--- src/inc/dprx_defines.vh ---
// Constants for the demodulator packet receive port register bank
`ifndef DPRX_DEFINES_VH
`define DPRX_DEFINES_VH

// ----------------------------------------------------------------
// Register indices, byte address is four times the index
// ----------------------------------------------------------------
`define DPRX_IDX_STAT 6'h00
`define DPRX_IDX_MASK 6'h01
`define DPRX_IDX_BSEL 6'h02
`define DPRX_IDX_PKT 6'h03
`define DPRX_IDX_COND 6'h30
`define DPRX_IDX_FIX2 6'h37
`define DPRX_IDX_FRM 6'h38
`define DPRX_IDX_MODE 6'h39
`define DPRX_IDX_PTR_LO 6'h3b
`define DPRX_IDX_PTR_HI 6'h3c
`define DPRX_IDX_PTR_BYTE 6'h3d

// ----------------------------------------------------------------
// Flag register bits and masks
// ----------------------------------------------------------------
`define DPRX_B_REAL 0
`define DPRX_B_MAIN 1
`define DPRX_B_SYNC 2
`define DPRX_B_FRAME 4
`define DPRX_B_TMAIN 5
`define DPRX_B_TSUB 6
`define DPRX_B_SUB 7
`define DPRX_MASK_BITS 8'hf6
`define DPRX_MASK_BITS_HI 7'h7b
`define DPRX_RST8 8'h00

// ----------------------------------------------------------------
// Condition and access mode bits
// ----------------------------------------------------------------
`define DPRX_COND_GOOD 0
`define DPRX_COND_NOPAR 1
`define DPRX_COND_SI 2
`define DPRX_COND_PARTEST 3
`define DPRX_MODE_VERT 0
`define DPRX_MODE_PARITY 1

// ----------------------------------------------------------------
// Packet buffer layout
// ----------------------------------------------------------------
`define DPRX_PKT_DEPTH 36
`define DPRX_PKT_STAT1 6'd1
`define DPRX_PKT_LAST 6'd23
`define DPRX_PTR_RST 6'd0

// ----------------------------------------------------------------
// Frame timing and frame memory geometry
// ----------------------------------------------------------------
`define DPRX_FRAME_IRQ_PKT 9'd13
`define DPRX_FRAME_IRQ_TEST 9'd15
`define DPRX_FM_BYTE_LAST 6'd21
`define DPRX_FM_BYTE_LAST_PAR 6'd33
`define DPRX_FM_PKT_LAST 9'd189
`define DPRX_FM_PKT_LAST_PAR 9'd271

`endif

--- src/hw/dprx_rx_port.v ---
// Receive data register bank of the demodulator, APB slave
//
// Decided for this implementation: the APB register port.
`timescale 1ns/1ps
`include "dprx_defines.vh"
module dprx_rx_port (
    input wire pclk,
    input wire presetn,
    input wire psel,
    input wire penable,
    input wire pwrite,
    input wire [7:0] paddr,
    input wire [31:0] pwdata,
    output reg [31:0] prdata,
    output wire pready,
    output wire pslverr,
    output reg irq_n,
    input wire pkt_wr_en,
    input wire pkt_wr_sub,
    input wire [5:0] pkt_wr_addr,
    input wire [7:0] pkt_wr_data,
    input wire pkt_done,
    input wire pkt_done_sub,
    input wire post_fix_crc_error,
    input wire fix_result_error,
    input wire raw_crc_error,
    input wire frame_lock_flag,
    input wire block_lock_flag,
    input wire block_id_found,
    input wire block_id_hi,
    input wire block_id_lo,
    input wire traffic_service_flag,
    input wire parity_packet,
    input wire segment_boundary_flag,
    input wire segment_index_hi,
    input wire segment_index_lo,
    input wire real_packet,
    input wire si_match,
    input wire timer_main_evt,
    input wire timer_sub_evt,
    input wire sync_lost_evt,
    input wire frame_pkt_strobe,
    input wire frame_first,
    input wire frame_last,
    input wire fix2_update,
    input wire [7:0] fix2_result,
    output reg vfix_start,
    output wire [14:0] fm_addr,
    output reg fm_we,
    output reg [7:0] fm_wdata,
    input wire [7:0] fm_rdata
);
    // ----------------------------------------------------------------
    // Bus decode
    // ----------------------------------------------------------------
    reg ack_q;
    reg [7:0] stat_q;
    reg [7:0] stat_d;
    reg [7:0] mask_q;
    reg sub_sel_q;
    reg [7:0] cond_q;
    reg [7:0] mode_q;
    reg [7:0] fix2_q;
    reg [5:0] rd_ptr_q;
    reg [7:0] main_s0_q;
    reg [7:0] main_s1_q;
    reg [7:0] sub_s0_q;
    reg [7:0] sub_s1_q;
    reg [8:0] frm_cnt_q;
    reg frame_full_q;
    reg frame_pend_q;
    wire [5:0] idx;
    wire hit;
    wire done;
    wire wr_done;
    wire rd_done;
    wire [7:0] wbyte;
    wire [7:0] main_q;
    wire [7:0] sub_q;
    wire [8:0] fm_pkt;
    wire [5:0] fm_byte;

    assign idx = paddr[7:2];
    assign wbyte = pwdata[7:0];

    assign hit = (idx == `DPRX_IDX_STAT) || (idx == `DPRX_IDX_MASK) ||
                 (idx == `DPRX_IDX_BSEL) || (idx == `DPRX_IDX_PKT) ||
                 (idx == `DPRX_IDX_COND) || (idx == `DPRX_IDX_FIX2) ||
                 (idx == `DPRX_IDX_FRM) || (idx == `DPRX_IDX_MODE) ||
                 (idx == `DPRX_IDX_PTR_LO) || (idx == `DPRX_IDX_PTR_HI) ||
                 (idx == `DPRX_IDX_PTR_BYTE);

    // One wait state gives the buffers time to present registered data
    assign pready = psel & penable & ack_q;
    assign pslverr = pready & ~hit;
    assign done = pready;
    assign wr_done = done & pwrite & hit;
    assign rd_done = done & ~pwrite & hit;

    always @(posedge pclk or negedge presetn) begin
        if (!presetn) begin
            ack_q <= 1'b0;
        end else begin
            ack_q <= psel & penable & ~ack_q;
        end
    end

    // ----------------------------------------------------------------
    // Packet interrupt qualification
    // ----------------------------------------------------------------
    wire pkt_bad;
    wire pkt_ok;
    wire early_irq_tag;
    wire main_irq;
    wire sub_irq;

    assign pkt_bad = post_fix_crc_error | fix_result_error;
    assign pkt_ok = (~cond_q[`DPRX_COND_GOOD] | ~pkt_bad) &
                    (~cond_q[`DPRX_COND_NOPAR] | ~parity_packet) &
                    (~cond_q[`DPRX_COND_SI] | si_match);
    assign early_irq_tag = pkt_ok;
    assign main_irq = pkt_done & ~pkt_done_sub & pkt_ok;
    assign sub_irq = pkt_done & pkt_done_sub & pkt_ok;

    // ----------------------------------------------------------------
    // Packet status bytes
    // ----------------------------------------------------------------
    wire [7:0] s0_d;
    wire [7:0] s1_d;

    assign s0_d = {post_fix_crc_error, fix_result_error, raw_crc_error,
                   frame_lock_flag, block_lock_flag,
                   block_id_found,
                   block_id_found & block_id_hi,
                   block_id_found & block_id_lo};
    // Lock-only fields read as zero outside frame lock
    assign s1_d = {traffic_service_flag,
                   frame_lock_flag & parity_packet,
                   early_irq_tag, 2'b00,
                   frame_lock_flag & segment_boundary_flag,
                   frame_lock_flag & segment_index_hi,
                   frame_lock_flag & segment_index_lo};

    always @(posedge pclk or negedge presetn) begin
        if (!presetn) begin
            main_s0_q <= `DPRX_RST8;
            main_s1_q <= `DPRX_RST8;
            sub_s0_q <= `DPRX_RST8;
            sub_s1_q <= `DPRX_RST8;
        end else if (pkt_done) begin
            if (pkt_done_sub) begin
                sub_s0_q <= s0_d;
                sub_s1_q <= s1_d;
            end else begin
                main_s0_q <= s0_d;
                main_s1_q <= s1_d;
            end
        end
    end

    // ----------------------------------------------------------------
    // Packet buffers
    // ----------------------------------------------------------------
    wire test_wr;
    wire main_we;
    wire sub_we;
    wire [5:0] ram_waddr;
    wire [7:0] ram_wdata;

    // Test writes lose to the live packet stream
    assign test_wr = wr_done & (idx == `DPRX_IDX_PKT) & ~pkt_wr_en;
    assign main_we = pkt_wr_en ? ~pkt_wr_sub : (test_wr & ~sub_sel_q);
    assign sub_we = pkt_wr_en ? pkt_wr_sub : (test_wr & sub_sel_q);
    assign ram_waddr = pkt_wr_en ? pkt_wr_addr : rd_ptr_q;
    assign ram_wdata = pkt_wr_en ? pkt_wr_data : wbyte;

    dprx_pkt_ram u_main_packet_ram (
        .pclk(pclk),
        .presetn(presetn),
        .we(main_we),
        .waddr(ram_waddr),
        .wdata(ram_wdata),
        .raddr(rd_ptr_q),
        .rdata(main_q)
    );

    dprx_pkt_ram u_second_packet_ram (
        .pclk(pclk),
        .presetn(presetn),
        .we(sub_we),
        .waddr(ram_waddr),
        .wdata(ram_wdata),
        .raddr(rd_ptr_q),
        .rdata(sub_q)
    );

    // ----------------------------------------------------------------
    // Packet read pointer
    // ----------------------------------------------------------------
    wire pkt_access;

    assign pkt_access = done & (idx == `DPRX_IDX_PKT);

    always @(posedge pclk or negedge presetn) begin
        if (!presetn) begin
            rd_ptr_q <= `DPRX_PTR_RST;
        end else if (main_irq || sub_irq) begin
            rd_ptr_q <= `DPRX_PTR_RST;
        end else if (wr_done && idx == `DPRX_IDX_BSEL) begin
            rd_ptr_q <= `DPRX_PTR_RST;
        end else if (pkt_access && rd_ptr_q < `DPRX_PKT_LAST) begin
            // Stops at the last data byte; trailer is never reached
            rd_ptr_q <= rd_ptr_q + 6'h01;
        end
    end

    // ----------------------------------------------------------------
    // Control registers
    // ----------------------------------------------------------------
    always @(posedge pclk or negedge presetn) begin
        if (!presetn) begin
            mask_q <= `DPRX_RST8;
            sub_sel_q <= 1'b0;
            cond_q <= `DPRX_RST8;
            mode_q <= `DPRX_RST8;
        end else if (wr_done) begin
            if (idx == `DPRX_IDX_MASK) begin
                mask_q <= wbyte & `DPRX_MASK_BITS;
            end else if (idx == `DPRX_IDX_BSEL) begin
                sub_sel_q <= wbyte[0];
            end else if (idx == `DPRX_IDX_COND) begin
                cond_q <= wbyte;
            end else if (idx == `DPRX_IDX_MODE) begin
                mode_q <= wbyte;
            end
        end
    end

    always @(posedge pclk or negedge presetn) begin
        if (!presetn) begin
            fix2_q <= `DPRX_RST8;
        end else if (fix2_update && frame_lock_flag) begin
            fix2_q <= fix2_result;
        end
    end

    // ----------------------------------------------------------------
    // Frame tracking
    // ----------------------------------------------------------------
    wire [8:0] frm_cnt_d;
    wire [8:0] frm_target;
    wire frame_irq;

    assign frm_cnt_d = frame_first ? 9'h001 : frm_cnt_q + 9'h001;
    assign frm_target = cond_q[`DPRX_COND_PARTEST] ?
                        `DPRX_FRAME_IRQ_TEST : `DPRX_FRAME_IRQ_PKT;
    assign frame_irq = frame_pkt_strobe & frame_pend_q &
                       (frm_cnt_d == frm_target);

    always @(posedge pclk or negedge presetn) begin
        if (!presetn) begin
            frm_cnt_q <= 9'h000;
            frame_full_q <= 1'b0;
            frame_pend_q <= 1'b0;
            vfix_start <= 1'b0;
        end else begin
            vfix_start <= frame_pkt_strobe & frame_last & frame_full_q &
                          ~sync_lost_evt;
            if (frame_pkt_strobe && frm_cnt_q != 9'h1ff) begin
                frm_cnt_q <= frm_cnt_d;
            end
            // A frame joined mid-way never counts as complete
            if (sync_lost_evt) begin
                frame_full_q <= 1'b0;
            end else if (frame_pkt_strobe && frame_first) begin
                frame_full_q <= 1'b1;
            end
            if (sync_lost_evt) begin
                frame_pend_q <= 1'b0;
            end else if (frame_pkt_strobe && frame_last) begin
                frame_pend_q <= 1'b1;
            end else if (frame_irq) begin
                frame_pend_q <= 1'b0;
            end
        end
    end

    // ----------------------------------------------------------------
    // Interrupt flags, set wins over write-one-to-clear
    // ----------------------------------------------------------------
    wire [7:0] flag_set;
    wire [7:0] flag_clr;

    assign flag_set = {sub_irq, timer_sub_evt, timer_main_evt, frame_irq,
                       1'b0, sync_lost_evt, main_irq,
                       main_irq & real_packet};
    assign flag_clr = (wr_done && idx == `DPRX_IDX_STAT) ?
                      {wbyte[7:1] & `DPRX_MASK_BITS_HI, wbyte[`DPRX_B_MAIN]} :
                      8'h00;

    always @* begin
        stat_d = (stat_q & ~flag_clr) | flag_set;
    end

    always @(posedge pclk or negedge presetn) begin
        if (!presetn) begin
            stat_q <= `DPRX_RST8;
            irq_n <= 1'b1;
        end else begin
            stat_q <= stat_d;
            irq_n <= ~|(stat_d & mask_q);
        end
    end

    // ----------------------------------------------------------------
    // Frame memory port
    // ----------------------------------------------------------------
    wire frm_access;

    assign frm_access = done & (idx == `DPRX_IDX_FRM);
    assign fm_addr = {fm_pkt, fm_byte};

    dprx_frame_ptr u_frame_ptr (
        .pclk(pclk),
        .presetn(presetn),
        .ld_pkt_lo(wr_done & (idx == `DPRX_IDX_PTR_LO)),
        .ld_pkt_hi(wr_done & (idx == `DPRX_IDX_PTR_HI)),
        .ld_byte(wr_done & (idx == `DPRX_IDX_PTR_BYTE)),
        .wdata(wbyte),
        .step(frm_access),
        .vert(mode_q[`DPRX_MODE_VERT]),
        .parity(mode_q[`DPRX_MODE_PARITY]),
        .pkt_q(fm_pkt),
        .byte_q(fm_byte)
    );

    always @(posedge pclk or negedge presetn) begin
        if (!presetn) begin
            fm_we <= 1'b0;
            fm_wdata <= `DPRX_RST8;
        end else begin
            fm_we <= frm_access & pwrite;
            if (frm_access && pwrite) begin
                fm_wdata <= wbyte;
            end
        end
    end

    // ----------------------------------------------------------------
    // Read data, captured in the first access cycle
    // ----------------------------------------------------------------
    reg [7:0] rd_mux;
    reg [7:0] pkt_byte;

    always @* begin
        if (rd_ptr_q == `DPRX_PTR_RST) begin
            pkt_byte = sub_sel_q ? sub_s0_q : main_s0_q;
        end else if (rd_ptr_q == `DPRX_PKT_STAT1) begin
            pkt_byte = sub_sel_q ? sub_s1_q : main_s1_q;
        end else begin
            pkt_byte = sub_sel_q ? sub_q : main_q;
        end
    end

    always @* begin
        if (idx == `DPRX_IDX_STAT) begin
            rd_mux = stat_q;
        end else if (idx == `DPRX_IDX_PKT) begin
            rd_mux = pkt_byte;
        end else if (idx == `DPRX_IDX_COND) begin
            rd_mux = cond_q;
        end else if (idx == `DPRX_IDX_FIX2) begin
            rd_mux = fix2_q;
        end else if (idx == `DPRX_IDX_FRM) begin
            rd_mux = fm_rdata;
        end else if (idx == `DPRX_IDX_MODE) begin
            rd_mux = mode_q;
        end else if (idx == `DPRX_IDX_PTR_LO) begin
            rd_mux = fm_pkt[7:0];
        end else if (idx == `DPRX_IDX_PTR_HI) begin
            rd_mux = {7'h00, fm_pkt[8]};
        end else if (idx == `DPRX_IDX_PTR_BYTE) begin
            rd_mux = {2'h0, fm_byte};
        end else begin
            rd_mux = `DPRX_RST8;
        end
    end

    always @(posedge pclk or negedge presetn) begin
        if (!presetn) begin
            prdata <= 32'h0000_0000;
        end else if (psel && penable && !ack_q && !pwrite) begin
            prdata <= {24'h00_0000, rd_mux};
        end
    end

    // rd_done is kept for readability of the access strobes
    wire unused_rd;
    assign unused_rd = rd_done;
endmodule

--- src/hw/dprx_pkt_ram.v ---
// Small packet buffer with registered read data
`timescale 1ns/1ps
`include "dprx_defines.vh"
module dprx_pkt_ram (
    input wire pclk,
    input wire presetn,
    input wire we,
    input wire [5:0] waddr,
    input wire [7:0] wdata,
    input wire [5:0] raddr,
    output reg [7:0] rdata
);
    reg [7:0] mem [0:`DPRX_PKT_DEPTH-1];

    always @(posedge pclk) begin
        if (we) begin
            mem[waddr] <= wdata;
        end
    end

    always @(posedge pclk or negedge presetn) begin
        if (!presetn) begin
            rdata <= `DPRX_RST8;
        end else begin
            rdata <= mem[raddr];
        end
    end
endmodule

--- src/hw/dprx_frame_ptr.v ---
// Frame memory read pointer with horizontal or vertical stepping
`timescale 1ns/1ps
`include "dprx_defines.vh"
module dprx_frame_ptr (
    input wire pclk,
    input wire presetn,
    input wire ld_pkt_lo,
    input wire ld_pkt_hi,
    input wire ld_byte,
    input wire [7:0] wdata,
    input wire step,
    input wire vert,
    input wire parity,
    output reg [8:0] pkt_q,
    output reg [5:0] byte_q
);
    wire [5:0] byte_last;
    wire [8:0] pkt_last;
    wire byte_end;
    wire pkt_end;

    // Parity rows and columns widen the walk
    assign byte_last = parity ? `DPRX_FM_BYTE_LAST_PAR : `DPRX_FM_BYTE_LAST;
    assign pkt_last = parity ? `DPRX_FM_PKT_LAST_PAR : `DPRX_FM_PKT_LAST;
    assign byte_end = (byte_q >= byte_last);
    assign pkt_end = (pkt_q >= pkt_last);

    always @(posedge pclk or negedge presetn) begin
        if (!presetn) begin
            pkt_q <= 9'h000;
            byte_q <= `DPRX_PTR_RST;
        end else if (ld_pkt_lo) begin
            pkt_q <= {pkt_q[8], wdata};
        end else if (ld_pkt_hi) begin
            pkt_q <= {wdata[0], pkt_q[7:0]};
        end else if (ld_byte) begin
            byte_q <= wdata[5:0];
        end else if (step) begin
            // Position persists between reads, so bursts may pause
            if (vert) begin
                pkt_q <= pkt_end ? 9'h000 : pkt_q + 9'h001;
                if (pkt_end) begin
                    byte_q <= byte_end ? `DPRX_PTR_RST : byte_q + 6'h01;
                end
            end else begin
                byte_q <= byte_end ? `DPRX_PTR_RST : byte_q + 6'h01;
                if (byte_end) begin
                    pkt_q <= pkt_end ? 9'h000 : pkt_q + 9'h001;
                end
            end
        end
    end
endmodule

--- config.mk ---
export PLATFORM = sky130hd
export DESIGN_NAME = dprx_rx_port
export DESIGN_NICKNAME = d
export VERILOG_FILES = /design/src/hw/dprx_rx_port.v /design/src/hw/dprx_pkt_ram.v /design/src/hw/dprx_frame_ptr.v
export VERILOG_INCLUDE_DIRS = /design/src /design/src/inc
export SDC_FILE = /design/constraint.sdc
export NUM_CORES = 1
export LEC_CHECK = 0
export BUFFER_PORTS_ARGS = -buffer_cell sky130_fd_sc_hd__buf_2
export CAP_MARGIN = 30
export CORE_MARGIN = 5
export CORE_UTILIZATION = 25
export DETAILED_ROUTE_END_ITERATION = 12
export GPL_ROUTABILITY_DRIVEN = 0
export HOLD_SLACK_MARGIN = 0.15
export PLACE_DENSITY = 0.47
export REMOVE_ABC_BUFFERS = 1
export SYNTH_ARGS = -nofsm -noshare
export SYNTH_HDL_FRONTEND = slang
export SYNTH_SLANG_ARGS = --single-unit
--- constraint.sdc ---
create_clock -name pclk -period 4.3 [get_ports pclk]
set_input_delay 0.215 -clock pclk [delete_from_list [all_inputs] [get_ports pclk]]
set_output_delay 0.215 -clock pclk [all_outputs]
set_load 0.02 [all_outputs]
# Word-level counts from Yosys, hierarchy flattened
# Memories as Yosys holds them, arrays and structs flattened. A register that Yosys moved wholly into a read port is not among the register bits.
# Index checks and enable logic that the tools add are counted.
# W data, S select, Z words.
[totals] inputBits=101 latchBits=0 ff_bits=119 ram_bits=576 memories=2 rom_bits=0
[classes] n_shift=0 n_eq_ne=17 magnitude_cmp=3 n_addsub=4 mul=0 n_reduce_logical=47 bitwise=59 div_mod_pow=0 mux=47
[memory_table] memory="u_main_packet_ram.mem" words=36 word_bits=8 rd=1 rd_clocked_by_memory_dff=1 write_ports=1 line="dprx_pkt_ram.v:13" source="reg [7:0] mem [0:`DPRX_PKT_DEPTH-1];"
[memory_table] memory="u_second_packet_ram.mem" words=36 word_bits=8 rd=1 rd_clocked_by_memory_dff=1 write_ports=1 line="dprx_pkt_ram.v:13"
[op_table] cell="$mux W8" n=15
[op_table] cell="$mux W6" n=12
[op_table] cell="$mux W9" n=8
[op_table] cell="$eq A6 B6 Y1 const B" n=7
[op_table] cell="$and A1 B1 Y1" n=34
[op_table] cell="$add A9 B1 Y9 const B" n=2
[op_table] cell="$not A1 Y1" n=17
[op_table] cell="$and A8 B8 Y8" n=2
[op_table] cell="$reduce_and A4 Y1" n=4
[op_table] cell="$add A6 B1 Y6 const B" n=2
[op_table] cell="$eq A6 B1 Y1 const B" n=2
[op_table] cell="$eq A6 B2 Y1 const B" n=2
[op_table] cell="$logic_not A6 Y1" n=2
[op_table] cell="$reduce_bool A3 Y1" n=4
[op_table] cell="$logic_and A1 B1 Y1" n=11
[op_table] cell="$logic_or A1 B1 Y1" n=11
[op_table] cell="$mux W1" n=11
[op_table] cell="$eq A9 B4 Y1" n=1
[op_table] cell="$ge A9 B9 Y1" n=1
[op_table] cell="$ne A9 B9 Y1 const B" n=1
[op_table] cell="$not A8 Y8" n=1
[op_table] cell="$or A8 B8 Y8" n=1
[op_table] cell="$reduce_bool A2 Y1" n=4
[op_table] cell="$reduce_or A8 Y1" n=1
[op_table] cell="10 further kinds" n=21

# Logic depth before layout (Yosys ltp)
[depth] word_depth=20 mapped_depth=11

# Cells and area by module
# From an unflattened synthesis, not the netlist that was laid out.
[unflattened] hier_cells=1948 area_unflattened_um2=30559.3
[by_module_without_submodules] mod="dprx_pkt_ram (u_second_packet_ram)" seq_area_each_um2=8848.5 instances=1 area_per_inst_um2=11795.1 cells_each=641
[by_module_without_submodules] mod="dprx_pkt_ram (u_main_packet_ram)" seq_area_each_um2=8848.5 instances=1 area_per_inst_um2=11752.5 cells_each=630
[by_module_without_submodules] mod="dprx_rx_port" seq_area_each_um2=2578.7 instances=1 area_per_inst_um2=5784.3 cells_each=541
[by_module_without_submodules] mod="dprx_frame_ptr" seq_area_each_um2=375.4 instances=1 area_per_inst_um2=1227.4 cells_each=136

# Least setup slack after synthesis
# No wires, ideal clock.
[synth_timing] path_kind="input-to-reg" startpoint="in pkt_wr_en" endpoint="mem u_main_packet_ram.mem[0][1], data pin" path_stages=3 n_path_buf=2 t_arrival_ns=3.533 slack_ns=0.003 required_time_ns=3.536 cell_sequence="buf_1 > buf_1 > o21ai_0"
[synth_via] elab_chain_len=1
[synth_rtl] item="start, declared" line="dprx_rx_port.v:18" source="input wire pkt_wr_en,"
[synth_rtl] item="$mux W8" line="dprx_rx_port.v:175" source="assign ram_wdata = pkt_wr_en ? pkt_wr_data : wbyte;"
[synth_rtl] item="via ram_wdata[1]" line="dprx_rx_port.v:168" source="wire [7:0] ram_wdata;"
[synth_rtl] item="end, declared" line="dprx_pkt_ram.v:13"
# The timed path passes the listed nets, and every way through them passes these cells.

# Worst setup path in the final report
[layout_timing] startpoint="reg rd_ptr_q[1]" endpoint="mem u_main_packet_ram.mem[30][6], enable pin"
[layout_via] elab_chain_len=1
[layout_rtl] item="start, declared" line="dprx_rx_port.v:64" source="reg [5:0] rd_ptr_q;"
[layout_rtl] item="start signal, assigned" line="dprx_rx_port.v:206" source="rd_ptr_q <= `DPRX_PTR_RST;"
[layout_rtl] item="start signal, assigned" line="dprx_rx_port.v:208" source="rd_ptr_q <= `DPRX_PTR_RST;"
[layout_rtl] item="start signal, assigned" line="dprx_rx_port.v:210" source="rd_ptr_q <= `DPRX_PTR_RST;"
[layout_rtl] item="$mux W6" line="dprx_rx_port.v:174" source="assign ram_waddr = pkt_wr_en ? pkt_wr_addr : rd_ptr_q;"
# No other way between the ends.

==> impl_metrics.csv <==
group,metric,value,unit
sta,final.setup_skew,0.02278,ns
clock_tree,cts-htree-levels,3,
clock_tree,post-cts-setup-buffers,0,
clock_tree,clk_root_buffer_cell,"sky130_fd_sc_hd__clkbuf_16",
status,outcome,"finished, final reports clean",
worst_setup_path,crit_path_max_incr_delay,0.84,ns
die,top_level_ports,161,
global_routing,global_route_wire_length_before_repair,114100,um
die,initial_utilization,25.14,%
sta,finalWorstPathRequiredPeriod,3.287,ns
sta,finalHoldViolCount,0,
clock_tree,clock_insertion_delay_worst_skew,0.62,ns
clock_tree,clock_sinks,710,
placed_design,port_buffers,110,
power,max-vdd-ir-drop,0.2426,mV
global_routing,initial_antenna_violation_count,2,
clock_tree,ctsLongestPathBuffers,3,
power,fin_total_pwr,14.73,mW
die,fp.dieArea,123600,um^2
drt,detailroute.via_count,16546,
synth,ys_top_cells_by_count,"sky130_fd_sc_hd__edfxtp_1, sky130_fd_sc_hd__mux4_2, sky130_fd_sc_hd__dfrtp_1",
synth,synth_top_cells_by_area,"sky130_fd_sc_hd__edfxtp_1, sky130_fd_sc_hd__mux4_2, sky130_fd_sc_hd__dfrtp_1",
synth,synth_sequential_area_ratio,70.79,%
die,row_count,125,
sta,worst_slew_margin_rel,32.03,%
worst_setup_path,required_arrival_time_at_the_worst_endpoint,4.52,ns
clock_tree,cts_made_buffers,79,
worst_setup_path,worst_setup_path_end_kind,"register",
die,floorplan.die.height,351.6,um
synth,synthMostInstantiatedCell,"sky130_fd_sc_hd__edfxtp_1",
cells_and_area,area_of_the_multi_input_gates,8019,um^2
global_routing,grt_max_degree,98,
job,max_cap_viol,0,
cells_and_area,final.fill_count,11391,
synth,post_synth_inst_count,1718,
worst_setup_path,critical_path.slowest_cell,"sky130_fd_sc_hd__nor2_1",
synth,yosys_register_bits,710,
drt,residual_drc_count,0,
drt,detail_route.wl_per_cell,22.14,um
synth,synth_top_area_share,59.29,%
sta,final.period_utilization,76.45,%
worst_hold_path,worst_min_delay_path_class,"input port to register",
clock_tree,cts_tree,"built",
cells_and_area,area_growth_syn_to_layout,19.39,%
drt,detailedRoute.firstIterationViolations,1201,
synth,post_synth.cell_area_avg,16.98,um^2
worst_setup_path,timing.critical_path.fanout_max,30,
global_routing,via_count_of_the_first_global_routing_pass,16975,
sta,slew_viol_final,0,
sta,setup_viol_count_final,0,
synth,post_synth_num_cell_types,73,
synth,syn-cell-area,29170,um^2
clock_tree,cts.clk_slew.worst_paths,0.06,ns
cells_and_area,final_layout_size_suffix_gt1_share,25.26,%
global_routing,grt_overflow,0,
power,power_density,423.0,nW/um^2
clock_tree,post_cts_resize_count,0,
global_routing,globalRouteTotalUtil,12.35,%
synth,netlist.top_cell.by_area,"sky130_fd_sc_hd__edfxtp_1",
sta,tightestPinTransition,1.013,ns
drt,detail_route.wirelength,78310,um
worst_setup_path,critical_setup_path_class,"register to register",
synth,dominantRegCellSynth,"sky130_fd_sc_hd__edfxtp_1",
cells_and_area,final_nets,2070,
worst_setup_path,critical_path_arrival,3.51,ns
sta,setup_repair_after_global_routing_missed_its_margin,"no",
synth,edff_count_synth,576,
worst_setup_path,cp_cell_sequence,"inv_1 -> o32ai_1 -> nand2_1 -> nor2_1",
die,die-width,351.6,um
sta,achievable-frequency,0.3042,GHz
synth,asyncSetResetFlopFracSynth,18.87,%
placed_design,dp_hpwl,50860,um
die,fp.coreArea,116000,um^2
worst_setup_path,cp-start-kind,"register",
placed_design,placed_cells,3335,
power,leakage,11.59,nW
cells_and_area,finalNonFillerCells,3537,
drt,drt-pass1-iter-count,7,
drt,antenna_violating_nets_post_route,0,
cells_and_area,area.sequential,20660,um^2
synth,synth-warning-count,0,
drt,number_of_vias_per_cell,4.678,
## where the power goes
group / internal (mW) / total [mW] / switching (mW)
sequential: 7.58 / 7.65 / 0.0681
combinational: 0.200 / 0.633 / 0.433
clock: 3.74 / 6.45 / 2.71
## logic make-up (layout without fill, tap and decap cells)
kind of cell    after synthesis  after routing  synth area share [%]
simple gates                375            375                 6.060
mux                         225            225                 14.41
other cells                   1             26               0.01285
compound gates              260            260                 5.743
flops                       710            710                 70.79
buf+inv                     124            394                 2.084
fa+ha+maj                    17             17                0.7291
xor+xnor                      6              6                0.1802
## through the flow
| step | setup TNS, ns | hold slack (ns) | setup slack, ns | instance area (um^2) | utilization (%) |
|---|---|---|---|---|---|
| 3_5_place_dp | 0 | 0.4008 | 0.9126 | 31740 | 27.35 |
| 6_report | 0 | 0.2130 | 1.013 | 34830 | 30.01 |
| 5_1_grt | 0 | 0.2112 | 0.7855 | 34820 | 30.01 |
| 2_1_floorplan | -1792.93 | -0.08059 | -3.686 | 28740 | - |
| 4_1_cts | 0 | 0.1752 | 0.9841 | 34760 | 29.95 |
| 3_3_place_gp | 0 | 0.3917 | 0.9184 | 31710 | 27.33 |
## flip-flops by register name (all words and copies together), names as in the netlist, 7 cells and up
| signal | flops |
|---|---|
| u_main_packet_ram.mem | 288 |
| u_second_packet_ram.mem | 288 |
| frm_cnt_q | 9 |
| u_frame_ptr.pkt_q | 9 |
| cond_q | 8 |
| fix2_q | 8 |
| fm_wdata | 8 |
| main_s0_q | 8 |
| mode_q | 8 |
| prdata | 8 |
| sub_s0_q | 8 |
| u_main_packet_ram.rdata | 8 |
| u_second_packet_ram.rdata | 8 |
| stat_q | 7 |
## layout by cell type, fill, tap and decap left out, types with 41 or more instances in the layout
cell                              n
sky130_fd_sc_hd__a21oi_1         41
sky130_fd_sc_hd__buf_2          110
sky130_fd_sc_hd__buf_4           57
sky130_fd_sc_hd__clkbuf_16       80
sky130_fd_sc_hd__dfrtp_1        131
sky130_fd_sc_hd__dlygate4sd3_1   58
sky130_fd_sc_hd__edfxtp_1       576
sky130_fd_sc_hd__mux2_2          59
sky130_fd_sc_hd__mux4_2         150
sky130_fd_sc_hd__nand2_1        125
sky130_fd_sc_hd__nor2_1         119
sky130_fd_sc_hd__o21ai_0         71
sky130_fd_sc_hd__o22ai_1         70
## per-layer routing
| metal | vias up | global-route usage [%] | routed length (um) |
|---|---|---|---|
| met5 | - | 0 | 13 |
| li1 | 7274 | - | - |
| met1 | 8613 | 16.97 | 34980 |
| met4 | 2 | 2.839 | 1585 |
| met2 | 536 | 20.28 | 36940 |
| met3 | 121 | 2.498 | 4785 |
## layout make-up
cell class | count | area share [%]
diodes | 2 | 0.01437
clock buffers | 103 | 6.111
clock inverters | 37 | 0.9520
inverters | 22 | 0.2371
multi-input cells | 907 | 23.02
flip-flops and latches | 710 | 59.31
well taps | 1524 | 5.475
repair buffers | 232 | 4.875
## worst max-delay path, delay by kind of cell, from the launching register on
family / cells / cell delay (ns)
AO/OA/AOI/OAI: 1 / 0.58
buffers and inverters: 1 / 0.19
flip-flops: 1 / 0.73
AND/OR/NAND/NOR: 2 / 1.39
## path summary, 6_finish.rpt
path	startpoint	endpoint	slack, ns	cells after the start
min	si_match	sub_s1_q[5]	0.21	6
min in group asynchronous	presetn	prdata[5]	0.49	3
max in group asynchronous	presetn	sub_s1_q[1]	2.64	5
max	rd_ptr_q[1]	u_main_packet_ram.mem[30][6]	1.01	4
min reg2reg	mask_q[4]	irq_n	0.47	1
max reg2reg	rd_ptr_q[1]	u_main_packet_ram.mem[30][6]	1.01	4
## timing repair
item | in CTS | in global routing
setup endpoints to repair | 0 | 0
hold endpoints to repair | 203 | 4
hold buffers | 56 | 2
No activity file was read; power rests on OpenSTA's default activity.
